--- src/verilog/int_seq_pkg.sv ---
// Shared constants, state encoding and bus tags of the interrupt sequencer
//
// Contract
// - Hardware requests never abort an instruction; service starts after it completes.
// - At each boundary take a request only if mask clear and source enabled.
// - Several unmasked requests pending: highest priority served first, others stay pending.
// - Request pending at return is served before the next interrupted instruction.
// - Return always prefetches the resumed opcode, even when a chained entry follows.
// - Entry never stacks the index high byte; only the other registers.
// - Software interrupt instruction always enters, whatever the global mask bit.
// - Software interrupt stacks current PC; hardware interrupt stacks PC minus one.
// - Return pulls flags, A, X low, PC high, PC low, then fetches opcode, operand.
package int_seq_pkg;

  // ****************************************
  // Condition codes and vectors
  // ****************************************
  localparam int CCR_I_BIT = 3;
  localparam logic [15:0] SWI_VECTOR = 16'hfffc;
  // Hardware source n takes the vector pair HW_VECTOR_TOP - 2*n
  localparam logic [15:0] HW_VECTOR_TOP = 16'hfffa;
  localparam logic [15:0] STACK_FRAME = 16'h0005;
  localparam logic [2:0] LAST_STEP = 3'h4;

  // ****************************************
  // Reset values
  // ****************************************
  localparam logic [15:0] RST_WORD = 16'h0000;
  localparam logic [7:0] RST_BYTE = 8'h00;

  // ****************************************
  // Sequencer states
  // ****************************************
  typedef enum logic [3:0] {
    S_IDLE = 4'h0,
    S_PUSH = 4'h1,
    S_VECH = 4'h2,
    S_VECL = 4'h3,
    S_PULL = 4'h4,
    S_OPC = 4'h5,
    S_OPR = 4'h6,
    S_CHECK = 4'h7,
    S_DONE = 4'h8
  } seq_state_t;

  // ****************************************
  // Tags naming the byte a read returns
  // ****************************************
  typedef enum logic [3:0] {
    T_NONE = 4'h0,
    T_CCR = 4'h1,
    T_ACC = 4'h2,
    T_IDX = 4'h3,
    T_PCH = 4'h4,
    T_PCL = 4'h5,
    T_VECH = 4'h6,
    T_VECL = 4'h7,
    T_OPC = 4'h8,
    T_OPR = 4'h9
  } rd_tag_t;

endpackage : int_seq_pkg

--- src/verilog/cpu_interrupt_sequencer.sv ---
// Interrupt entry, return and boundary arbitration between peripherals and the CPU core
`timescale 1ns/1ps
module cpu_interrupt_sequencer #(
  parameter int NUM_SRC = 13,
  parameter int IDX_W = 4
) (
  input wire logic clk,
  input wire logic rstn,
  input wire logic instrDone,
  input wire logic swiExec,
  input wire logic rtiExec,
  input wire logic [NUM_SRC-1:0] irqReq,
  input wire logic [NUM_SRC-1:0] irqEnable,
  input wire logic [15:0] pcIn,
  input wire logic [15:0] spIn,
  input wire logic [7:0] accIn,
  input wire logic [7:0] idxLoIn,
  input wire logic [7:0] ccrIn,
  input wire logic [7:0] busRdData,
  output logic [15:0] busAddr_ff,
  output logic [7:0] busWrData_ff,
  output logic busWrite_ff,
  output logic busRead_ff,
  output logic busy_ff,
  output logic fetchGo_ff,
  output logic resumeStb_ff,
  output logic prefetchValid_ff,
  output logic [15:0] pcOut_ff,
  output logic [15:0] spOut_ff,
  output logic [7:0] accOut_ff,
  output logic [7:0] idxLoOut_ff,
  output logic [7:0] ccrOut_ff,
  output logic [7:0] opcodeOut_ff,
  output logic [7:0] operandOut_ff
);

  // ****************************************
  // State and working registers
  // ****************************************
  int_seq_pkg::seq_state_t state_ff, nxt_state;
  int_seq_pkg::rd_tag_t tag_ff, nxt_tag;
  logic [2:0] step_ff;
  logic [2:0] nxt_step;
  logic isRti_ff;
  logic [15:0] retPc_ff;
  logic [15:0] sp_ff;
  logic [15:0] vec_ff;
  logic [7:0] acc_ff;
  logic [7:0] idx_ff;
  logic [7:0] ccr_ff;
  logic [7:0] vecHi_ff;
  logic [7:0] opc_ff;

  // ****************************************
  // Arbitration
  // ****************************************
  logic [NUM_SRC-1:0] pending;
  logic anyPending;
  logic [IDX_W-1:0] winIdx;
  logic maskNow;
  logic hwTake;
  logic [15:0] hwVector;
  logic inIdle;
  logic inCheck;

  assign pending = irqReq & irqEnable;
  assign inIdle = (state_ff == int_seq_pkg::S_IDLE);
  assign inCheck = (state_ff == int_seq_pkg::S_CHECK);
  // In the return check the mask is the one just pulled, not the core's
  assign maskNow = inCheck ? ccr_ff[int_seq_pkg::CCR_I_BIT] : ccrIn[int_seq_pkg::CCR_I_BIT];
  assign hwTake = anyPending && !maskNow;
  assign hwVector = int_seq_pkg::HW_VECTOR_TOP - {11'h000, winIdx, 1'b0};

  irq_prio_enc #(
    .NUM_SRC(NUM_SRC),
    .IDX_W(IDX_W)
  ) u_prio (
    .req(pending),
    .any(anyPending),
    .idx(winIdx)
  );

  // Boundary decisions happen on the core's completion pulse, except the chained entry taken in the return check
  logic startSwi;
  logic startRti;
  logic startHw;
  logic chainHw;
  logic startEntry;
  assign startSwi = inIdle && instrDone && swiExec;
  assign startRti = inIdle && instrDone && !swiExec && rtiExec;
  assign startHw = inIdle && instrDone && !swiExec && !rtiExec && hwTake;
  assign chainHw = inCheck && hwTake;
  assign startEntry = startSwi || startHw || chainHw;

  // ****************************************
  // Bus step selection
  // ****************************************
  logic lastStep;
  logic [15:0] pushAddr;
  logic [15:0] pullAddr;
  logic [15:0] restoredPc;
  assign lastStep = (step_ff == int_seq_pkg::LAST_STEP);
  assign pushAddr = sp_ff - {13'h0000, step_ff};
  assign pullAddr = sp_ff + {13'h0000, step_ff} + 16'h0001;
  // Low byte arrives on the bus in the same cycle the opcode address is formed
  assign restoredPc = {retPc_ff[15:8], busRdData};

  always_comb begin
    nxt_state = state_ff;
    nxt_step = step_ff;
    nxt_tag = int_seq_pkg::T_NONE;
    case (state_ff)
      int_seq_pkg::S_IDLE: begin
        nxt_step = 3'h0;
        if (startEntry) begin
          nxt_state = int_seq_pkg::S_PUSH;
        end else if (startRti) begin
          nxt_state = int_seq_pkg::S_PULL;
          nxt_tag = int_seq_pkg::T_CCR;
        end
      end
      int_seq_pkg::S_PUSH: begin
        nxt_step = step_ff + 3'h1;
        if (lastStep) begin
          nxt_state = int_seq_pkg::S_VECH;
          nxt_tag = int_seq_pkg::T_VECH;
        end
      end
      int_seq_pkg::S_VECH: begin
        nxt_state = int_seq_pkg::S_VECL;
        nxt_tag = int_seq_pkg::T_VECL;
      end
      int_seq_pkg::S_VECL: begin
        nxt_state = int_seq_pkg::S_DONE;
      end
      int_seq_pkg::S_PULL: begin
        nxt_step = step_ff + 3'h1;
        if (lastStep) begin
          nxt_state = int_seq_pkg::S_OPC;
          nxt_tag = int_seq_pkg::T_OPC;
        end else begin
          nxt_tag = int_seq_pkg::rd_tag_t'(4'(step_ff) + 4'h2);
        end
      end
      int_seq_pkg::S_OPC: begin
        nxt_state = int_seq_pkg::S_OPR;
        nxt_tag = int_seq_pkg::T_OPR;
      end
      int_seq_pkg::S_OPR: begin
        nxt_state = int_seq_pkg::S_CHECK;
      end
      int_seq_pkg::S_CHECK: begin
        nxt_step = 3'h0;
        nxt_state = chainHw ? int_seq_pkg::S_PUSH : int_seq_pkg::S_DONE;
      end
      default: begin
        nxt_state = int_seq_pkg::S_IDLE;
      end
    endcase
  end

  // ****************************************
  // Sequencer registers
  // ****************************************
  always_ff @(posedge clk) begin
    if (!rstn) begin
      state_ff <= int_seq_pkg::S_IDLE;
      step_ff <= 3'h0;
      tag_ff <= int_seq_pkg::T_NONE;
    end else begin
      state_ff <= nxt_state;
      step_ff <= nxt_step;
      tag_ff <= nxt_tag;
    end
  end

  // Working copy of the frame, loaded from the core or from the stack
  always_ff @(posedge clk) begin
    if (!rstn) begin
      retPc_ff <= int_seq_pkg::RST_WORD;
      sp_ff <= int_seq_pkg::RST_WORD;
      vec_ff <= int_seq_pkg::RST_WORD;
      acc_ff <= int_seq_pkg::RST_BYTE;
      idx_ff <= int_seq_pkg::RST_BYTE;
      ccr_ff <= int_seq_pkg::RST_BYTE;
      vecHi_ff <= int_seq_pkg::RST_BYTE;
      opc_ff <= int_seq_pkg::RST_BYTE;
      isRti_ff <= 1'b0;
    end else begin
      if (startSwi || startHw || startRti) begin
        sp_ff <= spIn;
        acc_ff <= accIn;
        idx_ff <= idxLoIn;
        ccr_ff <= ccrIn;
        isRti_ff <= startRti;
      end
      if (startSwi) begin
        retPc_ff <= pcIn;
      end else if (startHw) begin
        retPc_ff <= pcIn - 16'h0001;
      end
      if (startSwi) begin
        vec_ff <= int_seq_pkg::SWI_VECTOR;
      end else if (startHw || chainHw) begin
        vec_ff <= hwVector;
      end
      if (chainHw) begin
        // The prefetched opcode is discarded; the resumed PC is stacked as is
        isRti_ff <= 1'b0;
      end
      if (state_ff == int_seq_pkg::S_PUSH && lastStep) begin
        sp_ff <= sp_ff - int_seq_pkg::STACK_FRAME;
      end
      if (state_ff == int_seq_pkg::S_PULL && lastStep) begin
        sp_ff <= sp_ff + int_seq_pkg::STACK_FRAME;
      end
      if (busRead_ff) begin
        case (tag_ff)
          int_seq_pkg::T_CCR: ccr_ff <= busRdData;
          int_seq_pkg::T_ACC: acc_ff <= busRdData;
          int_seq_pkg::T_IDX: idx_ff <= busRdData;
          int_seq_pkg::T_PCH: retPc_ff[15:8] <= busRdData;
          int_seq_pkg::T_PCL: retPc_ff[7:0] <= busRdData;
          int_seq_pkg::T_VECH: vecHi_ff <= busRdData;
          int_seq_pkg::T_VECL: vec_ff <= {vecHi_ff, busRdData};
          int_seq_pkg::T_OPC: opc_ff <= busRdData;
          default: begin
          end
        endcase
      end
    end
  end

  // ****************************************
  // Bus outputs
  // ****************************************
  logic [15:0] nxt_addr;
  logic nxt_write;
  logic nxt_read;
  logic [15:0] pushNextAddr;
  assign pushNextAddr = startEntry ? (startSwi || startHw ? spIn : sp_ff) : pushAddr - 16'h0001;

  always_comb begin
    nxt_addr = busAddr_ff;
    nxt_write = 1'b0;
    nxt_read = 1'b0;
    if (nxt_state == int_seq_pkg::S_PUSH) begin
      nxt_addr = pushNextAddr;
      nxt_write = 1'b1;
    end else if (nxt_state == int_seq_pkg::S_VECH) begin
      nxt_addr = vec_ff;
      nxt_read = 1'b1;
    end else if (nxt_state == int_seq_pkg::S_VECL) begin
      nxt_addr = vec_ff + 16'h0001;
      nxt_read = 1'b1;
    end else if (nxt_state == int_seq_pkg::S_PULL) begin
      nxt_addr = startRti ? spIn + 16'h0001 : pullAddr + 16'h0001;
      nxt_read = 1'b1;
    end else if (nxt_state == int_seq_pkg::S_OPC) begin
      nxt_addr = restoredPc;
      nxt_read = 1'b1;
    end else if (nxt_state == int_seq_pkg::S_OPR) begin
      nxt_addr = retPc_ff + 16'h0001;
      nxt_read = 1'b1;
    end
  end

  // Push data follows the step that the address belongs to
  logic [7:0] nxt_wrData;
  logic [2:0] pushNextStep;
  assign pushNextStep = startEntry ? 3'h0 : step_ff + 3'h1;
  // Index high byte is deliberately absent from the frame
  assign nxt_wrData = (pushNextStep == 3'h0) ? retPc_ff[7:0] :
                      (pushNextStep == 3'h1) ? retPc_ff[15:8] :
                      (pushNextStep == 3'h2) ? idx_ff :
                      (pushNextStep == 3'h3) ? acc_ff : ccr_ff;

  // Entry data from the core is not yet in the working copy on the start cycle
  logic [7:0] entryFirst;
  assign entryFirst = startSwi ? pcIn[7:0] : pcIn[7:0] - 8'h01;
  logic [7:0] wrSel;
  assign wrSel = (startSwi || startHw) ? entryFirst :
                 (chainHw ? retPc_ff[7:0] : nxt_wrData);

  always_ff @(posedge clk) begin
    if (!rstn) begin
      busAddr_ff <= int_seq_pkg::RST_WORD;
      busWrData_ff <= int_seq_pkg::RST_BYTE;
      busWrite_ff <= 1'b0;
      busRead_ff <= 1'b0;
    end else begin
      busAddr_ff <= nxt_addr;
      busWrData_ff <= nxt_write ? wrSel : int_seq_pkg::RST_BYTE;
      busWrite_ff <= nxt_write;
      busRead_ff <= nxt_read;
    end
  end

  // ****************************************
  // Hand-back to the core
  // ****************************************
  logic doneNow;
  logic [7:0] entryCcr;
  assign doneNow = (state_ff == int_seq_pkg::S_DONE);
  assign entryCcr = ccr_ff | (8'h01 << int_seq_pkg::CCR_I_BIT);

  always_ff @(posedge clk) begin
    if (!rstn) begin
      busy_ff <= 1'b0;
      fetchGo_ff <= 1'b0;
      resumeStb_ff <= 1'b0;
      prefetchValid_ff <= 1'b0;
      pcOut_ff <= int_seq_pkg::RST_WORD;
      spOut_ff <= int_seq_pkg::RST_WORD;
      accOut_ff <= int_seq_pkg::RST_BYTE;
      idxLoOut_ff <= int_seq_pkg::RST_BYTE;
      ccrOut_ff <= int_seq_pkg::RST_BYTE;
      opcodeOut_ff <= int_seq_pkg::RST_BYTE;
      operandOut_ff <= int_seq_pkg::RST_BYTE;
    end else begin
      busy_ff <= (nxt_state != int_seq_pkg::S_IDLE);
      fetchGo_ff <= inIdle && instrDone && !swiExec && !rtiExec && !hwTake;
      resumeStb_ff <= doneNow;
      if (doneNow) begin
        prefetchValid_ff <= isRti_ff;
        pcOut_ff <= isRti_ff ? retPc_ff + 16'h0001 : vec_ff;
        spOut_ff <= sp_ff;
        accOut_ff <= acc_ff;
        idxLoOut_ff <= idx_ff;
        ccrOut_ff <= isRti_ff ? ccr_ff : entryCcr;
        opcodeOut_ff <= opc_ff;
      end
      if (busRead_ff && tag_ff == int_seq_pkg::T_OPR) begin
        operandOut_ff <= busRdData;
      end
    end
  end

endmodule : cpu_interrupt_sequencer

--- src/verilog/irq_prio_enc.sv ---
// Fixed priority encoder: lowest request index is highest priority
`timescale 1ns/1ps
module irq_prio_enc #(
  parameter int NUM_SRC = 13,
  parameter int IDX_W = 4
) (
  input wire logic [NUM_SRC-1:0] req,
  output logic any,
  output logic [IDX_W-1:0] idx
);

  always_comb begin
    any = 1'b0;
    idx = '0;
    // Walk from low priority upward so the highest one found wins
    for (int i = NUM_SRC - 1; i >= 0; i--) begin
      if (req[i]) begin
        any = 1'b1;
        idx = IDX_W'(i);
      end
    end
  end

endmodule : irq_prio_enc

--- config.mk ---
export PLATFORM = sky130hd
export DESIGN_NAME = cpu_interrupt_sequencer
export DESIGN_NICKNAME = d
export VERILOG_FILES = /design/src/verilog/int_seq_pkg.sv /design/src/verilog/cpu_interrupt_sequencer.sv /design/src/verilog/irq_prio_enc.sv
export SDC_FILE = /design/constraint.sdc
export NUM_CORES = 1
export LEC_CHECK = 0
export ABC_AREA = 0
export CORE_MARGIN = 2
export CORE_UTILIZATION = 40
export DETAILED_ROUTE_END_ITERATION = 7
export DONT_BUFFER_PORTS = 1
export HOLD_SLACK_MARGIN = 0.15
export PLACE_DENSITY_LB_ADDON = 0.08
export SETUP_SLACK_MARGIN = 0.05
export SYNTH_ARGS = -nofsm -noshare
export SYNTH_HDL_FRONTEND = slang
export SYNTH_SLANG_ARGS = --single-unit
--- constraint.sdc ---
create_clock -name clk -period 4.6 [get_ports clk]
set_input_delay 0.92 -clock clk [delete_from_list [all_inputs] [get_ports clk]]
set_output_delay 0.92 -clock clk [all_outputs]
set_load 0.02 [all_outputs]
==> results of run 1 <==
==> layer usage <==
layer / vias to the layer above / GRT usage (%) / wire [um]
met4: 0 / 7.82 / 1290
met2: 507 / 42.8 / 19800
met3: 78 / 5.26 / 3780
li1: 5749 / - / -
met5: - / 0 / 0
met1: 5775 / 38.9 / 20100
==> power by group <==
part           total, mW  switching [mW]  internal [mW]
Sequential          2.09           0.242           1.85
Clock               1.91           0.772           1.14
Combinational      0.855           0.517          0.338
==> cells by family after synthesis <==
group | share of synthesized area (%)
xor+xnor | 4.84
buf+inv | 5.49
flops | 33.3
fa+ha+maj | 2.29
compound gates | 26.1
simple gates | 25.0
mux | 2.89
==> synthesized netlist by cell type (26+ instances only) <==
library cell / n / area share (%)
mux2i_1: 35 / 2.9
nor2_1: 190 / 5.9
nor3_1: 33 / 1.4
a211oi_1: 38 / 2.4
dfxtp_1: 202 / 33
nand3_1: 51 / 2.1
a31oi_1: 35 / 1.8
clkbuf_1: 105 / 3.3
inv_1: 26 / 0.80
a21oi_1: 163 / 6.7
nand2_1: 257 / 8.0
xnor2_1: 44 / 3.2
o21ai_0: 79 / 3.3
a311oi_1: 27 / 2.0
==> layout by cell type, fill, tap and decap left out, types with 32 or more instances in the layout <==
cell type  count
nand3_1       51
xnor2_1       44
nor3_1        32
a211oi_1      38
mux2i_1       35
nand2_1      257
dfxtp_1      202
o21ai_0       79
a21oi_1      163
a31oi_1       35
nor2_1       189
==> final cells by class <==
type / count / area (sq um) / area share, %
Clock inverter: 8 / 106 / 0.813
Sequential cell: 202 / 4040 / 30.9
Inverter: 27 / 104 / 0.794
Timing Repair Buffer: 30 / 225 / 1.72
Multi-Input combinational cell: 1274 / 7440 / 56.9
Clock buffer: 34 / 678 / 5.18
Tap cell: 390 / 488 / 3.73
==> worst register-to-register path, stage by stage (launching register included) <==
cell       delay, ps
dfxtp_1          820
inv_1            220
ha_1             300
and2_1           210
and4b_1          470
a21oi_1          390
o2111a_2         570
nor3_4           140
a2111oi_0        450
==> worst paths after layout <==
kind                   start  slack, ps         endpoint  depth (start not counted)
setup / recovery  step_ff[0]        910    busAddr_ff[3]                          8
hold / removal     opc_ff[1]        450  opcodeOut_ff[1]                          2
setup reg to reg  step_ff[0]        910    busAddr_ff[3]                          8
hold reg to reg    opc_ff[1]        450  opcodeOut_ff[1]                          2
==> sequential cells by signal, indices dropped and copies added, names as in the netlist, 16 cells and up <==
signal and cells:
spOut_ff 16, retPc_ff 16, pcOut_ff 16, busAddr_ff 16, vec_ff 16, sp_ff 16
==> impl_metrics.toml, run 1 <==
[power]
powerDensity_mw_per_mm2 = 371
p_total_mw = 4.86
p_leak_nw = 4.52
irDropWorstVdd_v = 0.000258

[detailed_routing]
routed-via-count = 12100
dr.pass1.iters = 5
wl_per_cell_um = 22.9
drtAntennaViolNets = 0
wl_mm = 44.9
first_iter_violations = 1152
route.detailed.drc = 0
viasPerCell = 6.16

[finish]
fin_cells = 1965
fin_area_sq_mm = 0.0131
fillers = 3050
drive_gt1_share_pct = 7.30
fin_nets = 1675
syn2layout_area_growth_pct = 7.90
final_core_util_pct = 44.0
antenna_cells = 0

[setup_path]
arrival_ps = 4080
crit_path_max_incr_delay_ps = 820
worstPathCellList = "inv_1 > ha_1 > and2_1 > and4b_1 > a21oi_1 > o2111a_2 > nor3_4 > a2111oi_0"
critPathTopFamily = "compound AO/OA/AOI/OAI gates"
worst-path-buf-inv = 1
slowest_stage = "dfxtp_1"
cp_max_fo = 17
cp.required_ps = 4990
endpoint_kind = "flip-flop"
worstSetupPathType = "flip-flop to flip-flop"
cp-start-kind = "flip-flop"

[yosys]
ys_types = 84
synth-edff-count = 0
ys_ff_latch = 202
netlist_area_sq_mm = 0.0121
ys_seq_area_share_pct = 33.3
netlist_instances = 1645
ys_async_sr_fraction_pct = 0
synth_flop_cell = "dfxtp_1"
yosys_warnings = 0
synth_area_per_cell_sq_um = 7.37
synth_nets = 1761

[grt]
track_usage_pct = 27.6
overflow = 0
grt_pass1_wl_mm = 67.4
grt_pass1_vias = 11000
grt_max_degree = 83
antenna_found_initial = 0

[cts]
cts_inserted_buffers = 24
clkTransAtPathRegs_ps = 60
clock_latency_ps = 530
cts_sinks = 202
cts_root_buf = "clkbuf_16"
tritoncts = "done"
clockBufferDepth = 3
ctsResizeCount = 0
htree_levels = 1
hold_buffers = 0
cts_setup_buffers = 0

[sta]
hold_violations = 0
slew_headroom_pct = 19.5
layout_setup_ws_ps = 913
fin_hold_ws_ps = 455
tightest_slew_ps = 1200
min_period_over_period_pct = 80.2
setup_viol = 0
period_needed_ps = 3690
rsz0062_at_grt = "no"
finClkSkew_ps = 17.7
fmaxAchievable_mhz = 271
setup_tns_ps = 0
maxSlewViolCount = 0

[floorplanning]
die_area_sq_mm = 0.0317
die_y_um = 178
ioPinCount = 197
rows = 63
die_w_um = 178
start_util_pct = 40.8
core_area_sq_mm = 0.0297

[status]
status = "finished clean"

[place]
place_area_sq_mm = 0.0123
finalWeightedCongestion = 0.920
dp_slack_ps = 952
hpwl_mm = 32.7
placedCellCount = 1923
port_buffers = 0

[hold_path]
min_path_type = "flip-flop to flip-flop"

[job]
cap_violations = 0
No activity file was read; power rests on OpenSTA's default activity.
==> inputs of run 2 (changes only) <==
- clock period: 4.6 -> 3.7 ns (I/O delays scaled with it)
==> run 2 against run 1 <==
  * Routed wire length up 2.4%
  * Via count up 0.99%
  * Largest cell class unchanged
  * Highest routed layer unchanged
  * Critical path type unchanged
  * Fmax up 14%
  * Clock skew down 4.6 ps
  * Cell area up 2.0%
  * Worst hold slack worse by 110 ps
  * First-iteration DRC count up 8.2%
==> impl_metrics.toml, run 2 (synthesis results as in run 1) <==
[status]
status = "finished clean"

[place]
finalWeightedCongestion = 0.924
port_buffers = 0
dp_slack_ps = 511
hpwl_mm = 33.3

[power]
powerDensity_mw_per_mm2 = 463
irDropWorstVdd_v = 0.000362
p_leak_nw = 4.70

[sta]
setup_tns_ps = 0
rsz0062_at_grt = "no"
hold_violations = 0
min_period_over_period_pct = 87.3
tightest_slew_ps = 1180
layout_setup_ws_ps = 471
finClkSkew_ps = 13.1
period_needed_ps = 3230
setup_viol = 0
slew_headroom_pct = 21.4
fmaxAchievable_mhz = 310
fin_hold_ws_ps = 344
maxSlewViolCount = 0

[floorplanning]
start_util_pct = 40.8
die_w_um = 178
die_area_sq_mm = 0.0317
die_y_um = 178
rows = 63
core_area_sq_mm = 0.0297
ioPinCount = 197

[setup_path]
cp.required_ps = 4130
cp_max_fo = 4
cp-start-kind = "flip-flop"
arrival_ps = 3660
worstSetupPathType = "flip-flop to flip-flop"
regToRegSetupSlack_ps = 470
endpoint_kind = "flip-flop"

[detailed_routing]
drtAntennaViolNets = 0
dr.pass1.iters = 5
route.detailed.drc = 0
wl_per_cell_um = 23.1
met1_length_mm = 20.6
viasPerCell = 6.13
wl_met3_mm = 3.90
first_iter_violations = 1246
wl_met2_mm = 20.3
routed-via-count = 12200
routed.top_layer = "met4"
wl_mm = 46.0

[cts]
htree_levels = 1
cts_sinks = 202
hold_buffers = 0
clkTransAtPathRegs_ps = 60
clock_latency_ps = 540
clockBufferDepth = 3
cts_setup_buffers = 0
tritoncts = "done"
ctsResizeCount = 0
cts_root_buf = "clkbuf_16"
cts_inserted_buffers = 25

[finish]
syn2layout_area_growth_pct = 10.0
final_core_util_pct = 44.9
final_common_cell = "nand2_1"
drive_gt1_share_pct = 9.10
fin_nets = 1704
final_cell_mix = "257 x nand2_1, 202 x dfxtp_1, 189 x nor2_1"
antenna_cells = 0

[grt]
grt_pass1_wl_mm = 69.1
track_usage_pct = 28.2
grt_max_degree = 78
grt_pass1_vias = 11500
overflow = 0
antenna_found_initial = 0

[hold_path]
min_path_type = "input port to flip-flop"

[job]
cap_violations = 0
## run 2: path summary, 6_finish.rpt
path / start / end / cells after the start
max reg2reg: step_ff[1] / busAddr_ff[15] / 14
min reg2reg: opc_ff[3] / opcodeOut_ff[3] / 2
min: busRdData[1] / vec_ff[1] / 2
max: step_ff[1] / busAddr_ff[15] / 14
## run 2: routing by layer
layer	global-route usage, %	vias up
met3	4.71	63
met1	39.7	5845
met4	8.03	0
li1	-	5793
met2	44.2	528
met5	0	-
## run 2: where the power goes
group | total, mW | internal [mW] | switching (mW)
Clock | 2.46 | 1.46 | 0.994
Combinational | 1.15 | 0.450 | 0.703
Sequential | 2.56 | 2.30 | 0.261
## run 2: area by class of cell
cell class / count / area [sq um]
fillers: 3062 / 16400
multi-input cells: 1274 / 7440
flip-flops and latches: 202 / 4040
clock buffers: 34 / 699
well taps: 390 / 488
repair buffers: 58 / 448
clock inverters: 10 / 118
inverters: 27 / 104
## run 2: worst max-delay path, cell delays in order (launching register included)
cell	delay, ps
dfxtp_1	390
inv_1	80
ha_1	310
inv_1	60
ha_1	200
inv_1	70
fa_1	400
nor2b_1	270
o21ai_0	160
nor4_1	350
xor2_1	110
nor2_1	110
a211oi_1	70
a311o_1	340
o221a_1	200
## run 2: stage by stage
stage / instances / power (mW) / instance area [sq um]
3_5_place_dp: 1951 / 3.74 / 12500
3_3_place_gp: 1951 / 3.73 / 12500
4_1_cts: 1995 / 6.19 / 13300
6_report: 1995 / 6.17 / 13300
2_1_floorplan: 1645 / 3.37 / 12100
5_1_grt: 1995 / 6.44 / 13300
==> inputs of run 3 (changes only) <==
- clock period: 3.7 -> 3.8 ns (I/O delays scaled with it)
==> run 3 against run 2 <==
  * Die area unchanged
  * Register-to-register slack improved by 110 ps
  * Non-clock buffer count decreased by 3
  * Core utilization increased by 0.22 points
  * Clock skew increased by 8.4 ps
  * Cell area increased by 0.49%
  * Total power about the same
  * Critical path type unchanged
  * Critical endpoint unchanged
==> impl_metrics.toml, run 3 (synthesis results as in run 1) <==
[cts]
hold_buffers = 0
cts_sinks = 202
clockBufferDepth = 3
clock_latency_ps = 550
tritoncts = "done"
ctsResizeCount = 0
cts_root_buf = "clkbuf_16"
cts_setup_buffers = 0
htree_levels = 1
cts_inserted_buffers = 25
clkTransAtPathRegs_ps = 60

[setup_path]
arrival_ps = 3660
cp.required_ps = 4240
worst-path-buf-inv = 3
crit_path_max_incr_delay_ps = 410
worstSetupPathType = "flip-flop to flip-flop"
cp-start-kind = "flip-flop"
worstPathCellList = "inv_1 > ha_1 > inv_1 > ha_1 > inv_1 > fa_1 > nor2b_1 > o21ai_0 > nor4_1 > xor2_1 > nor2_1 > a211oi_1 > a311o_1 > o221a_1"
critical_path.most_common_cell = "inv_1"
endpoint_kind = "flip-flop"
critPathTopFamily = "adder cells"
slowest_stage = "fa_1"
cp_max_fo = 6

[sta]
finClkSkew_ps = 21.5
fin_hold_ws_ps = 353
slew_headroom_pct = 21.3
fmaxAchievable_mhz = 310
period_needed_ps = 3220
setup_viol = 0
min_period_over_period_pct = 84.8
hold_violations = 0
tightest_slew_ps = 1180
maxSlewViolCount = 0
layout_setup_ws_ps = 579
rsz0062_at_grt = "no"
setup_tns_ps = 0

[grt]
overflow = 0
grt_pass1_vias = 11400
track_usage_pct = 27.8
antenna_found_initial = 0
grt_max_degree = 71
grt_pass1_wl_mm = 68.0

[floorplanning]
core_area_sq_mm = 0.0297
ioPinCount = 197
die_y_um = 178
rows = 63
die_w_um = 178
start_util_pct = 40.8
die_area_sq_mm = 0.0317

[finish]
antenna_cells = 0
fin_area_sq_mm = 0.0134
fillers = 3043
drive_gt1_share_pct = 9.10
syn2layout_area_growth_pct = 10.5
final_common_cell = "nand2_1"
fin_cells = 1994
fin_nets = 1701
final_cell_mix = "257 x nand2_1, 202 x dfxtp_1, 189 x nor2_1"

[detailed_routing]
route.detailed.drc = 0
viasPerCell = 6.09
drtAntennaViolNets = 0
wl_mm = 45.1
routed-via-count = 12100
first_iter_violations = 1087
dr.pass1.iters = 5
wl_per_cell_um = 22.6

[power]
irDropWorstVdd_v = 0.000324
p_leak_nw = 4.72
powerDensity_mw_per_mm2 = 460

[place]
placedCellCount = 1948
dp_slack_ps = 547
port_buffers = 0
hpwl_mm = 33.0
place_area_sq_mm = 0.0125
finalWeightedCongestion = 0.922

[hold_path]
min_path_type = "input port to flip-flop"

[status]
status = "finished clean"

[job]
cap_violations = 0
## run 3: changes by cell type in the layout (fill, tap and decap cells not counted)
cell and change:
bufinv_16 +1, clkbuf_1 -1, buf_12 +1, clkbuf_8 +4, clkinv_2 -3, buf_4 -4, inv_6 +1
## run 3: path summary, 6_finish.rpt
path | from | endpoint | slack, ps | depth (start not counted)
hold / removal | rstn | vec_ff[3] | 350 | 2
hold reg to reg | opc_ff[5] | opcodeOut_ff[5] | 460 | 2
setup / recovery | step_ff[1] | busAddr_ff[15] | 580 | 14
setup reg to reg | step_ff[1] | busAddr_ff[15] | 580 | 14
## run 3: cell type report
class                      instances  area (sq um)  area share (%)
multi-input combinational       1274          7440            55.5
inverter                          27           104           0.775
tap                              390           488            3.64
sequential                       202          4040            30.2
clock buffer                      37           751            5.60
timing repair buffer              55           438            3.27
clock inverter                     9           141            1.05
## run 3: worst reg2reg max path, cell delays in order (launching register included)
cell and delay, ps:
dfxtp_1 370, inv_1 150, ha_1 340, inv_1 60
ha_1 190, inv_1 70, fa_1 410, nor2b_1 220
o21ai_0 150, nor4_1 340, xor2_1 110, nor2_1 100
a211oi_1 60, a311o_1 330, o221a_1 200
## run 3: layer usage
metal	vias up	wire (um)	global-route usage, %
met3	82	4370	6.78
met2	539	19500	42.6
met1	5728	19900	38.5
met4	0	1350	8.33
met5	-	0	0
li1	5794	-	-
## run 3: report_power, final
part           total, mW  internal (mW)  switching, mW
clock               2.57           1.58          0.993
sequential          2.50           2.24          0.256
combinational       1.11          0.432          0.675
## run 3: metrics by stage
stage	total power [mW]	util, %
global placement	3.62	42.1
detailed placement	3.62	42.1
finish	6.17	45.1
CTS	6.19	45.1
floorplan	3.28	-
global route	6.43	45.1
